$ cat src/design/wdc_cfg.svh
`ifndef WDC_CFG_SVH
`define WDC_CFG_SVH

// byte addresses on the register bus
`define WDC_ADR_LOAD 32'h4000_2580
`define WDC_ADR_COUNT 32'h4000_2584
`define WDC_ADR_CTL 32'h4000_2588
`define WDC_ADR_CLR 32'h4000_258c
`define WDC_ADR_STA 32'h4000_2598
`define WDC_ADR_EVT 32'h4000_259c
`define WDC_ADR_MASK 32'h4000_25a0

// values
`define WDC_CLR_KEY 16'hcccc
`define WDC_CTL_RST 8'he9
`define WDC_LD_RST 16'h0400
`define WDC_CNT_FIXED 16'h1000
`define WDC_STA_RSVD 16'h0020

// control fields
`define WDC_CTL_IRQ 1
`define WDC_CTL_PRE 3:2
`define WDC_CTL_EN 5
`define WDC_CTL_MOD 6

// status fields
`define WDC_STA_IRQ 0
`define WDC_STA_CLR 1
`define WDC_STA_LD 2
`define WDC_STA_CON 3
`define WDC_STA_LOCK 4

// event bits
`define WDC_EV_W 4
`define WDC_EV_TMO 0
`define WDC_EV_KEY 1
`define WDC_EV_BAD 2
`define WDC_EV_SOON 3

// timing
`define WDC_SYNC_TICKS 2'h2
`define WDC_CLR_GAP_NS 125000
`define WDC_CLK_NS 25

`endif

$ cat src/design/wdc_pkg.sv
package wdc_pkg;
   typedef enum logic {
      WDC_BUS_IDLE = 1'b0,
      WDC_BUS_ACK = 1'b1
   } wdc_bus_e;
   typedef logic [15:0] wdc_word_t;
endpackage

$ cat src/design/wdc_top.sv
`include "wdc_cfg.svh"
// Overview of operation
// - A key write to the clear register outside a clear crossing or the clear gap reloads the watchdog count and clears a pending watchdog interrupt.
// - A non-key write to the clear register outside a clear crossing or the clear gap at once raises the selected timeout action, reset or interrupt.
// - The clear register is write-only and always reads zero.
// - The status register is read-only with reserved upper bits, and writes to it do nothing.
// - The lock bit reads zero until software writes the control enable bit set, then hardware sets it.
// - The control sync bit is high while a control write is crossing to the timer domain.
// - The load sync bit is high while a load write is crossing to the timer domain.
// - The clear sync bit is high while a clear write crosses, and a key restart acts only when it completes.
// - The interrupt status bit is high exactly while a watchdog timeout interrupt is pending.
// - Every control and load change crosses into the timer domain before it takes effect.
// - A timeout occurs as the count steps from one to zero, and the next step reloads it from the fixed start or the load value per mode.
// - A timeout gives a system reset or an interrupt as the interrupt-select bit chooses.
module wdc_top #(
   parameter int CLR_GAP_CYC = (`WDC_CLR_GAP_NS + `WDC_CLK_NS - 1) / `WDC_CLK_NS,
   parameter int GAP_W = 13
) (
   input wire logic clock,
   input wire logic rst_b,
   input wire logic wb_cyc_i,
   input wire logic wb_stb_i,
   input wire logic wb_we_i,
   input wire logic [31:0] wb_adr_i,
   input wire logic [3:0] wb_sel_i,
   input wire logic [31:0] wb_dat_i,
   output logic wb_ack_o,
   output logic [31:0] wb_dat_o,
   input wire logic slow_tick,
   output logic wdt_reset_req,
   output logic irq
);
   wdc_pkg::wdc_bus_e bus_st, next_bus_st;
   logic [31:0] next_dat;
   logic [7:0] ctl, next_ctl, t_ctl, next_t_ctl;
   wdc_pkg::wdc_word_t ld, next_ld, t_ld, next_t_ld, count, next_count, wd, status, reload;
   logic ctl_written, next_ctl_written, lock, next_lock;
   logic [2:0] pend, next_pend, sync_done;
   logic [1:0] scnt [3];
   logic [1:0] next_scnt [3];
   logic clr_key_ok, next_clr_key_ok, wip, next_wip, next_rst_req;
   logic [GAP_W-1:0] gap_cnt, next_gap_cnt;
   logic [`WDC_EV_W-1:0] evt, next_evt, mask, next_mask;
   logic [11:0] pre_cnt, next_pre, pre_last;
   logic req, wr, tmo, bad_key, clr_ok, key_done;

   // a write takes effect on the edge where the master sees ack
   assign req = wb_cyc_i && wb_stb_i;
   assign wr = req && wb_we_i && wb_ack_o;
   assign wd = {wb_sel_i[1] ? wb_dat_i[15:8] : 8'h00, wb_sel_i[0] ? wb_dat_i[7:0] : 8'h00};
   assign wb_ack_o = (bus_st == wdc_pkg::WDC_BUS_ACK);
   assign irq = |(evt & mask);
   assign status = `WDC_STA_RSVD | {11'h000, lock, pend[0], pend[1], pend[2], wip};
   assign clr_ok = (gap_cnt == '0) && !pend[2];
   assign bad_key = wr && (wb_adr_i == `WDC_ADR_CLR) && clr_ok && (wd != `WDC_CLR_KEY);
   assign key_done = sync_done[2] && clr_key_ok;

   // a channel finishes on its last slow tick
   always_comb begin
      for (int i = 0; i < 3; i++) begin
         sync_done[i] = slow_tick && pend[i] && (scnt[i] == `WDC_SYNC_TICKS - 2'h1);
      end
   end

   // bus answer: one wait state, then ack for one cycle
   always_comb begin
      next_bus_st = (req && !wb_ack_o) ? wdc_pkg::WDC_BUS_ACK : wdc_pkg::WDC_BUS_IDLE;
      next_dat = 32'h0000_0000;
      if (req && !wb_ack_o && !wb_we_i) begin
         unique case (wb_adr_i)
            `WDC_ADR_LOAD: next_dat = {16'h0000, ld};
            `WDC_ADR_COUNT: next_dat = {16'h0000, count};
            `WDC_ADR_CTL: next_dat = {24'h000000, ctl};
            `WDC_ADR_STA: next_dat = {16'h0000, status};
            `WDC_ADR_EVT: next_dat = {28'h0000000, evt};
            `WDC_ADR_MASK: next_dat = {28'h0000000, mask};
            default: next_dat = 32'h0000_0000; // clear reads zero
         endcase
      end
   end

   always_ff @(posedge clock or negedge rst_b) begin
      if (!rst_b) begin
         bus_st <= wdc_pkg::WDC_BUS_IDLE;
         wb_dat_o <= 32'h0000_0000;
      end else begin
         bus_st <= next_bus_st;
         wb_dat_o <= next_dat;
      end
   end

   // core side registers, sync tracking and events
   always_comb begin
      next_ctl = ctl;
      next_ld = ld;
      next_ctl_written = ctl_written;
      next_lock = lock;
      next_pend = pend;
      next_scnt = scnt;
      next_clr_key_ok = clr_key_ok;
      next_gap_cnt = (gap_cnt == '0) ? gap_cnt : gap_cnt - GAP_W'(1);
      next_wip = wip;
      next_evt = evt;
      next_mask = mask;
      next_rst_req = 1'b0;
      // tick the crossing counters; a fresh control or load write restarts its channel, a clear write during a clear crossing or the clear gap is dropped
      for (int i = 0; i < 3; i++) begin
         if (sync_done[i]) begin
            next_pend[i] = 1'b0;
            next_scnt[i] = 2'h0;
         end else if (slow_tick && pend[i]) begin
            next_scnt[i] = scnt[i] + 2'h1;
         end
      end
      if (wr) begin
         unique case (wb_adr_i)
            `WDC_ADR_CTL: begin
               next_ctl = wd[7:0];
               // disable honoured only on the first control write
               if (ctl_written && !wd[`WDC_CTL_EN]) next_ctl[`WDC_CTL_EN] = ctl[`WDC_CTL_EN];
               next_ctl_written = 1'b1;
               if (wd[`WDC_CTL_EN]) next_lock = 1'b1;
               next_pend[0] = 1'b1;
               next_scnt[0] = 2'h0;
            end
            `WDC_ADR_LOAD: begin
               next_ld = wd;
               next_pend[1] = 1'b1;
               next_scnt[1] = 2'h0;
            end
            `WDC_ADR_CLR: begin
               if (clr_ok) begin
                  next_pend[2] = 1'b1;
                  next_scnt[2] = 2'h0;
                  next_clr_key_ok = (wd == `WDC_CLR_KEY);
                  next_gap_cnt = GAP_W'(CLR_GAP_CYC - 1);
               end else begin
                  next_evt[`WDC_EV_SOON] = 1'b1; // too close to the last one
               end
            end
            `WDC_ADR_EVT: next_evt = evt & ~wd[`WDC_EV_W-1:0];
            `WDC_ADR_MASK: next_mask = wd[`WDC_EV_W-1:0];
            default: next_evt = next_evt; // status and unmapped writes ignored
         endcase
      end
      // key clear lands only when synced
      if (key_done) begin
         next_wip = 1'b0;
         next_evt[`WDC_EV_KEY] = 1'b1;
      end
      // timeout or bad key: set wins over the key clear
      if (tmo || bad_key) begin
         if (t_ctl[`WDC_CTL_IRQ]) begin
            next_wip = 1'b1;
            next_evt[`WDC_EV_TMO] = 1'b1;
         end else begin
            next_rst_req = 1'b1;
         end
      end
      if (bad_key) next_evt[`WDC_EV_BAD] = 1'b1;
      // hardware sets win over the w1c clear
      if (sync_done[2] && clr_key_ok) next_evt[`WDC_EV_KEY] = 1'b1;
   end

   always_ff @(posedge clock or negedge rst_b) begin
      if (!rst_b) begin
         ctl <= `WDC_CTL_RST;
         ld <= `WDC_LD_RST;
         ctl_written <= 1'b0;
         lock <= 1'b0;
         pend <= 3'h0;
         scnt <= '{default: 2'h0};
         clr_key_ok <= 1'b0;
         gap_cnt <= '0;
         wip <= 1'b0;
         evt <= '0;
         mask <= '0;
         wdt_reset_req <= 1'b0;
      end else begin
         ctl <= next_ctl;
         ld <= next_ld;
         ctl_written <= next_ctl_written;
         lock <= next_lock;
         pend <= next_pend;
         scnt <= next_scnt;
         clr_key_ok <= next_clr_key_ok;
         gap_cnt <= next_gap_cnt;
         wip <= next_wip;
         evt <= next_evt;
         mask <= next_mask;
         wdt_reset_req <= next_rst_req;
      end
   end

   // timer side, advanced only on slow ticks
   always_comb begin
      pre_last = 12'((13'h0001 << {t_ctl[`WDC_CTL_PRE], 2'b00}) - 13'h0001);
      reload = t_ctl[`WDC_CTL_MOD] ? t_ld : `WDC_CNT_FIXED;
      next_count = count;
      next_pre = pre_cnt;
      next_t_ctl = t_ctl;
      next_t_ld = t_ld;
      tmo = 1'b0;
      if (slow_tick && t_ctl[`WDC_CTL_EN]) begin
         if (pre_cnt >= pre_last) begin
            next_pre = 12'h000;
            next_count = (count == 16'h0000) ? reload : count - 16'h0001;
            tmo = (count == 16'h0001);
         end else begin
            next_pre = pre_cnt + 12'h001;
         end
      end
      // crossed control and key writes, and crossed load writes in load mode, override the running count
      if (sync_done[0]) begin
         next_t_ctl = ctl;
         next_count = ctl[`WDC_CTL_MOD] ? t_ld : `WDC_CNT_FIXED;
         next_pre = 12'h000;
      end
      if (sync_done[1]) begin
         next_t_ld = ld;
         if (t_ctl[`WDC_CTL_MOD]) next_count = ld;
      end
      if (key_done) begin
         next_count = reload;
         next_pre = 12'h000;
      end
   end

   always_ff @(posedge clock or negedge rst_b) begin
      if (!rst_b) begin
         t_ctl <= `WDC_CTL_RST;
         t_ld <= `WDC_LD_RST;
         count <= `WDC_CNT_FIXED;
         pre_cnt <= 12'h000;
      end else begin
         t_ctl <= next_t_ctl;
         t_ld <= next_t_ld;
         count <= next_count;
         pre_cnt <= next_pre;
      end
   end

   // wrap from zero with no crossing write landing in the same cycle
   logic wrap_zero;
   assign wrap_zero = slow_tick && t_ctl[`WDC_CTL_EN] && (pre_cnt >= pre_last) && (count == 16'h0000)
      && !sync_done[0] && !sync_done[1] && !key_done;
endmodule

$ cat config.mk
export PLATFORM = sky130hd
export DESIGN_NAME = wdc_top
export DESIGN_NICKNAME = d
export VERILOG_FILES = /design/src/design/wdc_pkg.sv /design/src/design/wdc_top.sv
export VERILOG_INCLUDE_DIRS = /design/src /design/src/design
export SDC_FILE = /design/constraint.sdc
export NUM_CORES = 1
export LEC_CHECK = 0
export BUFFER_PORTS_ARGS = -buffer_cell sky130_fd_sc_hd__buf_2
export CAP_MARGIN = 30
export CELL_PAD_IN_SITES_DETAIL_PLACEMENT = 1
export CELL_PAD_IN_SITES_GLOBAL_PLACEMENT = 2
export CORE_AREA = 5 5 137 165
export CTS_CLUSTER_DIAMETER = 120
export DETAILED_ROUTE_END_ITERATION = 16
export DIE_AREA = 0 0 142 170
export PLACE_DENSITY = 0.79
export SLEW_MARGIN = 10
export SYNTH_ARGS = -nofsm -noshare
export SYNTH_HDL_FRONTEND = slang
export SYNTH_SLANG_ARGS = --single-unit
$ cat constraint.sdc
create_clock -name clock -period 3.07 [get_ports clock]
set_input_delay 0.307 -clock clock [delete_from_list [all_inputs] [get_ports clock]]
set_output_delay 0.307 -clock clock [all_outputs]
set_load 0.01 [all_outputs]
## Word level (Yosys, flattened, before mapping)

Index checks and enable logic that the tools add are counted.

- Output and inout bits: 35
- Memories kept: 0
- Register bits after elaboration: 143
- Bits in latches: 0
- Logic and storage cells: 148
- Memory bits (read-only): 0
- RAM bits: 0
- Bits of input ports: 74

- Equality and inequality tests: 14
- Shift-type cells: 1
- Div/mod/pow operators: 0
- Multipliers: 0
- $add $sub $neg: 7
- Reductions and logical operators: 41
- Magnitude comparators: 1
- Bitwise logic cells: 4
- Mux-type cells: 56

Operators with widths:

| operator | number |
|---|---|
| equality test 32 x 31 -> 1 bit, second input constant | 7 |
| two-way mux 16 bit | 10 |
| one-hot mux 16 bit (6 select lines) | 1 |
| two-way mux 13 bit | 4 |
| two-way mux 12 bit | 4 |
| two-way mux 1 bit | 20 |
| two-way mux 2 bit | 10 |
| logical AND 1 bit | 18 |
| equality test 16 x 1 -> 1 bit, second input constant | 1 |
| equality test 16 bit, second input constant | 1 |
| logical NOT 16 bit | 1 |
| two-way mux 8 bit | 2 |
| != test 16 bit, second input constant | 1 |
| subtractor 16 x 1 -> 16 bit, second input constant | 1 |
| logical NOT 13 bit | 1 |
| subtractor 13 x 1 -> 13 bit, second input constant | 1 |
| adder 12 x 1 -> 12 bit, second input constant | 1 |
| >= comparator 12 bit | 1 |
| AND reduction 3 bit | 4 |
| left shift 1 x 4 -> 12 bit, first input constant | 1 |
| subtractor 12 x 1 -> 12 bit, second input constant | 1 |
| AND reduction 2 bit | 5 |
| nonzero test 2 bit | 5 |
| two-way mux 3 bit | 3 |
| other kinds (12) | 20 |

## Longest topological paths before layout

Gate-level depths: netlist of the first run.

- Depth after elaboration: 9
- Mapped depth: 12
- Mapped depth without buffers: 10

## Worst setup path before layout of the first run

Ideal clock, no wire load.

- Path type: register -> register
- Start: register t_ctl[2]
- End: register count[3]
- Setup time: 142 ps
- Buffers on the path: 2
- Stages on the path, launching flop included: 13
- Arrival: 2611 ps
- Setup slack: 317 ps
- Data required time: 2928 ps
- Period minus slack after synthesis: 2753 ps
- Cells stage by stage: dfrtp_1 > or2_2 > ha_1 > inv_1 > ha_1 > a21o_1 > a221o_1 > a22o_1 > a21o_1 > clkbuf_1 > buf_1 > a21oi_1 > o221ai_1

- Word-level cells in the longest chain between the ends: 9

Ends and longest elaborated chain:

| what | line | source |
|---|---|---|
| start: declaration | wdc_top.sv:35 | `logic [7:0] ctl, next_ctl, t_ctl, next_t_ctl;` |
| start signal: assignment | wdc_top.sv:231 | `` t_ctl <= `WDC_CTL_RST; `` |
| start signal: assignment | wdc_top.sv:236 | `t_ctl <= next_t_ctl;` |
| left shift 1 x 4 -> 12 bit (*) | wdc_top.sv:197 | `` pre_last = 12'((13'h0001 << {t_ctl[`WDC_CTL_PRE], 2'b00}) - 13'h0001); `` |
| subtractor 12 x 1 -> 12 bit (*) | wdc_top.sv:197 |  |
| >= comparator 12 bit (*) | n/a |  |
| two-way mux 16 bit (*) | wdc_top.sv:205 | `if (pre_cnt >= pre_last) begin` |
| two-way mux 16 bit (*) | wdc_top.sv:204 | `` if (slow_tick && t_ctl[`WDC_CTL_EN]) begin `` |
| two-way mux 16 bit (*) | wdc_top.sv:214 | `if (sync_done[0]) begin` |
| two-way mux 16 bit | wdc_top.sv:221 | `` if (t_ctl[`WDC_CTL_MOD]) next_count = ld; `` |
| two-way mux 16 bit (*) | wdc_top.sv:219 | `if (sync_done[1]) begin` |
| two-way mux 16 bit (*) | wdc_top.sv:223 | `if (key_done) begin` |
| net next_count[3] | wdc_top.sv:36 | `wdc_pkg::wdc_word_t ld, next_ld, t_ld, next_t_ld, count, next_count, wd, status, reload;` |
| end signal: assignment | wdc_top.sv:233 | `` count <= `WDC_CNT_FIXED; `` |
| end signal: assignment | wdc_top.sv:238 | `count <= next_count;` |
| end: declaration | wdc_top.sv:36 |  |

The timed path passes the listed nets; every way through them passes the cells marked *.
A chain may end at the register's enable or synchronous reset.

## Worst setup path in the final report of the first run

- Start: register t_ctl[2]
- End: register count[15]

The elaborated chain is that of the path after synthesis.

==> qor.yml, run 1 <==
status:
  status: "complete, no violations"
power:
  p_per_area_mw_per_mm2: 440
  ir_worst_vdd_uv: 357
  p_leak_nw: 3.94
floorplanning:
  rows: 58
  num_io_pins: 109
  chipWidth_um: 142
  die_h_um: 170
  core_mm2: 0.0208
  dieArea_mm2: 0.0241
  start_util_pct: 34.5
synth:
  netlist_instances: 784
  ys.flop_type: "dfrtp_1"
  netlist_area_mm2: 0.00717
  yosys_warnings: 0
  synth-edff-count: 0
  synth_cell_types: 73
  synthArstFlopShare_pct: 100
  syn_area_per_cell_um2: 9.14
  seq_area_frac_synth_pct: 43.8
  synth-seq-cells: 125
layout:
  n_antenna_cell: 0
  layout_commonest_cell: "nand2_1"
  drive_gt1_share_pct: 19.4
  final_util_pct: 40.5
  final_nets: 962
  syn2layout_area_growth_pct: 17.4
  mostFrequentLayoutCells: "nand2_1, dfrtp_1, buf_2"
sta:
  drv_slew: 0
  clock_skew_ns: 0.0119
  min_period_over_period_pct: 94.4
  fin_ws_ns: 0.172
  period_minus_slack_ns: 2.90
  final.setup.tns_ns: 0
  final_hold_viol_count: 0
  fmax_mhz: 345
  setup_viol: 0
  tightest_slew_ns: 0.849
  rsz0062_at_grt: "false"
  slew_headroom_pct: 43.3
placed_design:
  hpwl_um: 16600
  place.gp.congestion: 0.835
  dpl_worst_slack_ns: 0.193
  io_buffers: 74
clock_network:
  clock_latency_ns: 0.43
  clock_sinks: 125
  clk_path_buf_depth: 2
  cts_setup_buffers: 0
  tritoncts: "done"
  numCtsBuffers: 17
  clk_transition_reported_paths_ns: 0.06
  htreeDepth: 4
  cts-root-buf: "clkbuf_16"
worst_hold_path:
  hold_path.class: "in -> reg"
grt:
  grt_pass1_vias: 6605
  antenna_found_initial: 0
  grt_usage_pct: 19.0
  overflow: 0
  grt_max_degree: 52
  grt_first_pass_wirelength_um: 36000
detailed_routing:
  dr.pass1.iters: 4
  wl_per_cell_um: 19.3
  dr.first_iter.drc_count: 282
  via_per_inst: 5.32
  wirelength_um: 22200
  ant_nets: 0
  drc: 0
  vias: 6120
worst_setup_path:
  end_kind: "flop"
  crit_type: "reg -> reg"
  critPathMaxFanout: 9
  critPathArrivalTime_ns: 3.19
  cp-start-kind: "flop"
  cp.required_ns: 3.36
  r2r_setup_slack_ns: 0.17
run:
  drv_cap: 0
## through the flow
stage | hold WS, ns | instances | area (um2) | total power (W)
CTS | 0.0837 | 1150 | 8410 | 0.00375
floorplan | 0.0114 | 799 | 7220 | 0.00175
finish | 0.0967 | 1150 | 8410 | 0.00370
global placement | 0.298 | 1117 | 7860 | 0.00184
global route | 0.0944 | 1150 | 8410 | 0.00383
detailed placement | 0.295 | 1117 | 7860 | 0.00184
## worst max-delay path, cell delays in order (launching register included)
cell and delay [ns]:
dfrtp_1 0.40, or2_2 0.32, ha_1 0.19, inv_1 0.09, ha_1 0.25, a21o_1 0.16
a221o_1 0.34, a22o_1 0.22, a21o_1 0.28, buf_4 0.24, a31oi_1 0.16, o21ai_0 0.10
## where the power goes
group	internal [W]	switching, W
logic	0.0000502	0.000108
registers	0.00165	0.000000698
clock network	0.00115	0.000741
total	0.00285	0.000850
## registers in the layout (all words and copies together), names as in the netlist, 5 cells and up
register  flops
t_ld         16
ctl           8
pre_cnt      12
ld           16
gap_cnt      13
count        16
t_ctl         5
wb_dat_o     16
scnt          6
## cell usage after synthesis, drive strengths merged, types with 12 or more instances
| cell | n | area, um2 |
|---|---|---|
| clkbuf | 21 | 78.8 |
| ha | 21 | 263 |
| mux2i | 25 | 250 |
| mux2 | 13 | 146 |
| a21oi | 24 | 120 |
| dfrtp | 114 | 2850 |
| nor2 | 58 | 218 |
| inv | 24 | 90.1 |
| o21ai | 49 | 245 |
| nor4 | 12 | 106 |
| nand3 | 19 | 95.1 |
| buf | 29 | 194 |
| a22oi | 16 | 120 |
| nand4 | 16 | 100 |
| nand2 | 147 | 552 |
| nor3 | 16 | 80.1 |
## cell type report
class / count / area, um2
flip-flops and latches: 125 / 3140
repair buffers: 99 / 579
fillers: 2494 / 12300
multi-input cells: 600 / 3720
inverters: 24 / 90.1
clock buffers: 25 / 475
clock inverters: 7 / 67.6
well taps: 270 / 338
## logic make-up (layout without fill, tap and decap cells)
group           count (synthesis)  after routing  synth area share, %
compound gates                172            172                 16.5
buf+inv                        74            155                 5.06
simple gates                  334            334                 23.1
other cells                     1             16               0.0523
xor+xnor                       19             19                 2.32
flops                         125            125                 43.8
fa+ha+maj                      21             21                 3.67
mux                            38             38                 5.53
## worst paths after layout
check | start | to | depth (start not counted)
max | t_ctl[2] | count[15] | 11
max in group asynchronous | rst_b | ctl[3] | 3
min in group asynchronous | rst_b | gap_cnt[8] | 2
min | wb_dat_i[10] | ld[10] | 3
min reg2reg | t_ctl[1] | wdt_reset_req | 1
max reg2reg | t_ctl[2] | count[15] | 11
## what timing repair did
item / in CTS / in global routing
gates resized for setup: 0 / 0
hold endpoints to repair: 45 / 0
hold buffers: 1 / 0
## routing by layer
layer,part of all wire (%),track usage [%]
met5,0,0
met1,43,23.6
met4,2.0,6.39
met3,4.2,3.68
met2,51,33.1
No activity file was read; power rests on OpenSTA's default activity.
==> inputs of run 2 (changes only) <==
--- a/config.mk
+++ b/config.mk
@@ -7,13 +7,14 @@
 export NUM_CORES = 1
 export LEC_CHECK = 0
+export ABC_AREA = 1
 export BUFFER_PORTS_ARGS = -buffer_cell sky130_fd_sc_hd__buf_2
 export CAP_MARGIN = 30
 export CELL_PAD_IN_SITES_DETAIL_PLACEMENT = 1
 export CELL_PAD_IN_SITES_GLOBAL_PLACEMENT = 2
-export CORE_AREA = 5 5 137 165
+export CORE_AREA = 5 5 144 174
 export CTS_CLUSTER_DIAMETER = 120
 export DETAILED_ROUTE_END_ITERATION = 16
-export DIE_AREA = 0 0 142 170
-export PLACE_DENSITY = 0.79
+export DIE_AREA = 0 0 149 179
+export PLACE_DENSITY = 0.8
 export SLEW_MARGIN = 10
 export SYNTH_ARGS = -nofsm -noshare
==> constraint.sdc (replaced) <==
create_clock -name clock -period 3.07 [get_ports clock]
set_input_delay 0.307 -clock clock [delete_from_list [all_inputs] [get_ports clock]]
set_output_delay 0.307 -clock clock [all_outputs]
set_load 0.05 [all_outputs]
==> qor.yml, run 2 <==
power:
  comb_power_share_pct: 4.4  # was 4.3%
  switchingPower_w: 0.000919  # was 0.000850 W
  ir_worst_vdd_uv: 343  # was 357 uV
  swShare_pct: 23.7  # was 23.0%
  intPower_w: 0.00296  # was 0.00285 W
  clkPwrFrac_pct: 53.0  # was 51.1%
  p_leak_nw: 4.25  # was 3.94 nW
  p_per_area_mw_per_mm2: 438  # was 440 mW/mm2
  seqPwrFrac_pct: 42.6  # was 44.6%
layout:
  layout.cells.non_filler: 1432  # was 1,150
  final_nets: 1199  # was 962
  final_util_pct: 38.4  # was 40.5%
  mostFrequentLayoutCells: "nand2_1, nor2_1, dfrtp_1"  # was nand2_1, dfrtp_1, buf_2
  syn2layout_area_growth_pct: 17.4  # about the same
  layout_commonest_cell: "nand2_1"  # unchanged
  final_area_mm2: 0.00884  # was 0.00841 mm2
  n_antenna_cell: 0  # unchanged
  drive_gt1_share_pct: 16.5  # was 19.4%
sta:
  clock_skew_ns: 0.0149  # was 0.0119 ns
  period_minus_slack_ns: 2.67  # was 2.90 ns
  setup_viol: 0  # unchanged
  rsz0062_at_grt: "false"  # unchanged
  tightest_slew_ns: 0.684  # was 0.849 ns
  min_period_over_period_pct: 87.1  # was 94.4%
  final.setup.tns_ns: 0  # unchanged
  final_hold_viol_count: 0  # unchanged
  fin_ws_ns: 0.395  # was 0.172 ns
  slew_headroom_pct: 54.0  # was 43.3%
  fmax_mhz: 374  # was 345 MHz
  drv_slew: 0  # unchanged
clock_network:
  clock_latency_ns: 0.42  # was 0.43 ns
  clk_transition_reported_paths_ns: 0.06  # about the same
  tritoncts: "done"  # unchanged
  cts_resized: 0  # unchanged
  clock_sinks: 125  # unchanged
  numCtsBuffers: 17  # unchanged
  cts-root-buf: "clkbuf_16"  # unchanged
  clk_path_buf_depth: 2  # unchanged
  htreeDepth: 4  # unchanged
synth:
  synth_cell_types: 46  # was 73
  synth-seq-cells: 125  # unchanged
  seq_area_frac_synth_pct: 41.7  # was 43.8%
  syn_area_per_cell_um2: 7.36  # was 9.14 um2
  netlist_area_mm2: 0.00753  # was 0.00717 mm2
  synth_top_area_share_pct: 37.9  # was 39.8%
  synth-edff-count: 0  # unchanged
  synth_top_area_cell: "dfrtp_1"  # unchanged
  netlist_instances: 1023  # was 784
  synthArstFlopShare_pct: 100  # unchanged
  ys.flop_type: "dfrtp_1"  # unchanged
  yosys_warnings: 0  # unchanged
  synthTopCellsByArea: "dfrtp_1, nand2_1, nor2_1"  # was dfrtp_1, nand2_1, dfstp_2
  netlist_top_cells_count: "nand2_1, nor2_1, dfrtp_1"  # was nand2_1, dfrtp_1, nor2_1
  yosysMostFrequentCell: "nand2_1"  # unchanged
placed_design:
  dp.cells: 1399  # was 1,117
  placed_area_mm2: 0.00823  # was 0.00786 mm2
  place.gp.congestion: 0.838  # was 0.835
  dpl_worst_slack_ns: 0.357  # was 0.193 ns
  hpwl_um: 17600  # was 16,600 um
  io_buffers: 74  # unchanged
floorplanning:
  start_util_pct: 32.7  # was 34.5%
  num_io_pins: 109  # unchanged
  chipWidth_um: 149  # was 142 um
  core_mm2: 0.0230  # was 0.0208 mm2
  rows: 61  # was 58
  dieArea_mm2: 0.0267  # was 0.0241 mm2
  die_h_um: 179  # was 170 um
worst_setup_path:
  critPathMaxFanout: 17  # was 9
  critPathArrivalTime_ns: 2.97  # was 3.19 ns
  end_kind: "flop"  # unchanged
  critical-path-max-stage-delay_ns: 0.41  # was 0.40 ns
  cp_cell_sequence: "nor2_1, inv_1, ha_1, inv_1, ha_1, nand2_1, inv_1, nand2_1, nand2_1, a21oi_1, nand2_2, nand2_2, buf_4, nand2_1, nand3_1, nand2_1, nand3_1, nand2_1"  # was or2_2, ha_1, inv_1, ha_1, a21o_1, a221o_1, a22o_1, a21o_1, buf_4, a31oi_1, o21ai_0
  cp_num_buf_inv: 4  # was 2
  crit_type: "reg -> reg"  # unchanged
  path_common_cell: "nand2_1"
  cp-start-kind: "flop"  # unchanged
  cp.required_ns: 3.37  # was 3.36 ns
  cp_top_family: "simple AND/OR/NAND/NOR gates"  # was compound AO/OA/AOI/OAI gates
  cp_slowest_cell: "dfrtp_1"  # unchanged
grt:
  grt_max_degree: 51  # was 52
  overflow: 0  # unchanged
  grt_pass1_vias: 7599  # was 6,605
  grt_first_pass_wirelength_um: 39400  # was 36,000 um
  grt_usage_pct: 18.7  # was 19.0%
  antenna_found_initial: 0  # unchanged
detailed_routing:
  dr.first_iter.drc_count: 305  # was 282
  ant_nets: 0  # unchanged
  wl_per_cell_um: 16.5  # was 19.3 um
  drc: 0  # unchanged
  wirelength_um: 23700  # was 22,200 um
  via_per_inst: 4.85  # was 5.32
  vias: 6944  # was 6,120
  dr.pass1.iters: 4  # unchanged
run:
  drv_cap: 0  # unchanged
worst_hold_path:
  hold_path.class: "in -> reg"  # unchanged
status:
  status: "complete, no violations"  # unchanged
-- run 2: changes by cell type in the layout (fill, tap and decap cells not counted), sizes merged, moves of 9 or more --
cell | previous run | this run
nand2 | 147 | 304
inv | 24 | 106
nor2 | 58 | 122
nand3 | 19 | 71
o21ai | 49 | 79
a21oi | 24 | 52
mux2i | 25 | 1
mux2 | 13 | 0
and2 | 11 | 1
o21a | 11 | 1
nand4 | 16 | 25
o221ai | 9 | 0
-- run 2: final timing paths --
path,cells past startpoint,startpoint,end,slack [ns]
worst min register to register,1,ctl_written,ctl_written,0.47
max in group asynchronous,3,rst_b,t_ctl[6],1.88
worst max-delay path,18,t_ctl[2],count[5],0.40
worst min-delay path,3,wb_dat_i[10],ld[10],0.17
min in group asynchronous,2,rst_b,gap_cnt[8],0.38
worst max register to register,18,t_ctl[2],count[5],0.40
-- run 2: worst min-delay path: cells and delay by family --
family / cells / cell delay [ns]
buffers and inverters: 1 / 0.11
and+or+nand+nor: 1 / 0.10
AOI/OAI and AO/OA: 1 / 0.07
-- run 2: timing repair --
item | 4_1_cts | 5_1_grt
buffers inserted | 0 | 0
hold endpoints to repair | 26 | 0
hold buffers | 1 | 0
-- run 2: power by group through the flow --
stage	sequential, W	clock [W]	combinational (W)
after detailed placement	0.00168	0	0.000175
after global routing	0.00165	0.00218	0.000190
after floorplan	0.00168	0	0.0000931
final	0.00165	0.00205	0.000172
after global placement	0.00168	0	0.000174
after CTS	0.00165	0.00211	0.000176
-- run 2: logic make-up (layout without fill, tap and decap cells) --
logic type	count (synthesis)	in the layout	synth area share (%)
adder cells (fa/ha/maj)	21	21	3.49
multiplexers	1	1	0.133
other	1	16	0.0498
AND/OR/NAND/NOR	553	553	31.7
flip-flops	125	125	41.7
AO/OA/AOI/OAI	155	155	12.2
XOR/XNOR	14	14	1.63
buffers and inverters	153	232	9.05
-- run 2: final cells by class --
class / count / area (um2)
fillers: 2943 / 14200
multi-input cells: 760 / 3770
flip-flops and latches: 125 / 3140
repair buffers: 93 / 531
clock buffers: 21 / 470
inverters: 107 / 403
well taps: 315 / 394
clock inverters: 11 / 134
-- run 2: routing by layer --
layer	GRT usage, %	up-vias	part of all wire [%]
li1	-	3455	-
met2	32.7	133	51
met3	3.01	27	3.7
met4	5.91	0	2.0
met1	23.6	3329	44
met5	0	-	0
-- run 2: through the flow --
stage	hold slack, ns	power [W]
5_1_grt	0.156	0.00401
6_report	0.166	0.00388
4_1_cts	0.148	0.00393
3_3_place_gp	0.298	0.00185
2_1_floorplan	0.0114	0.00178
3_5_place_dp	0.304	0.00185
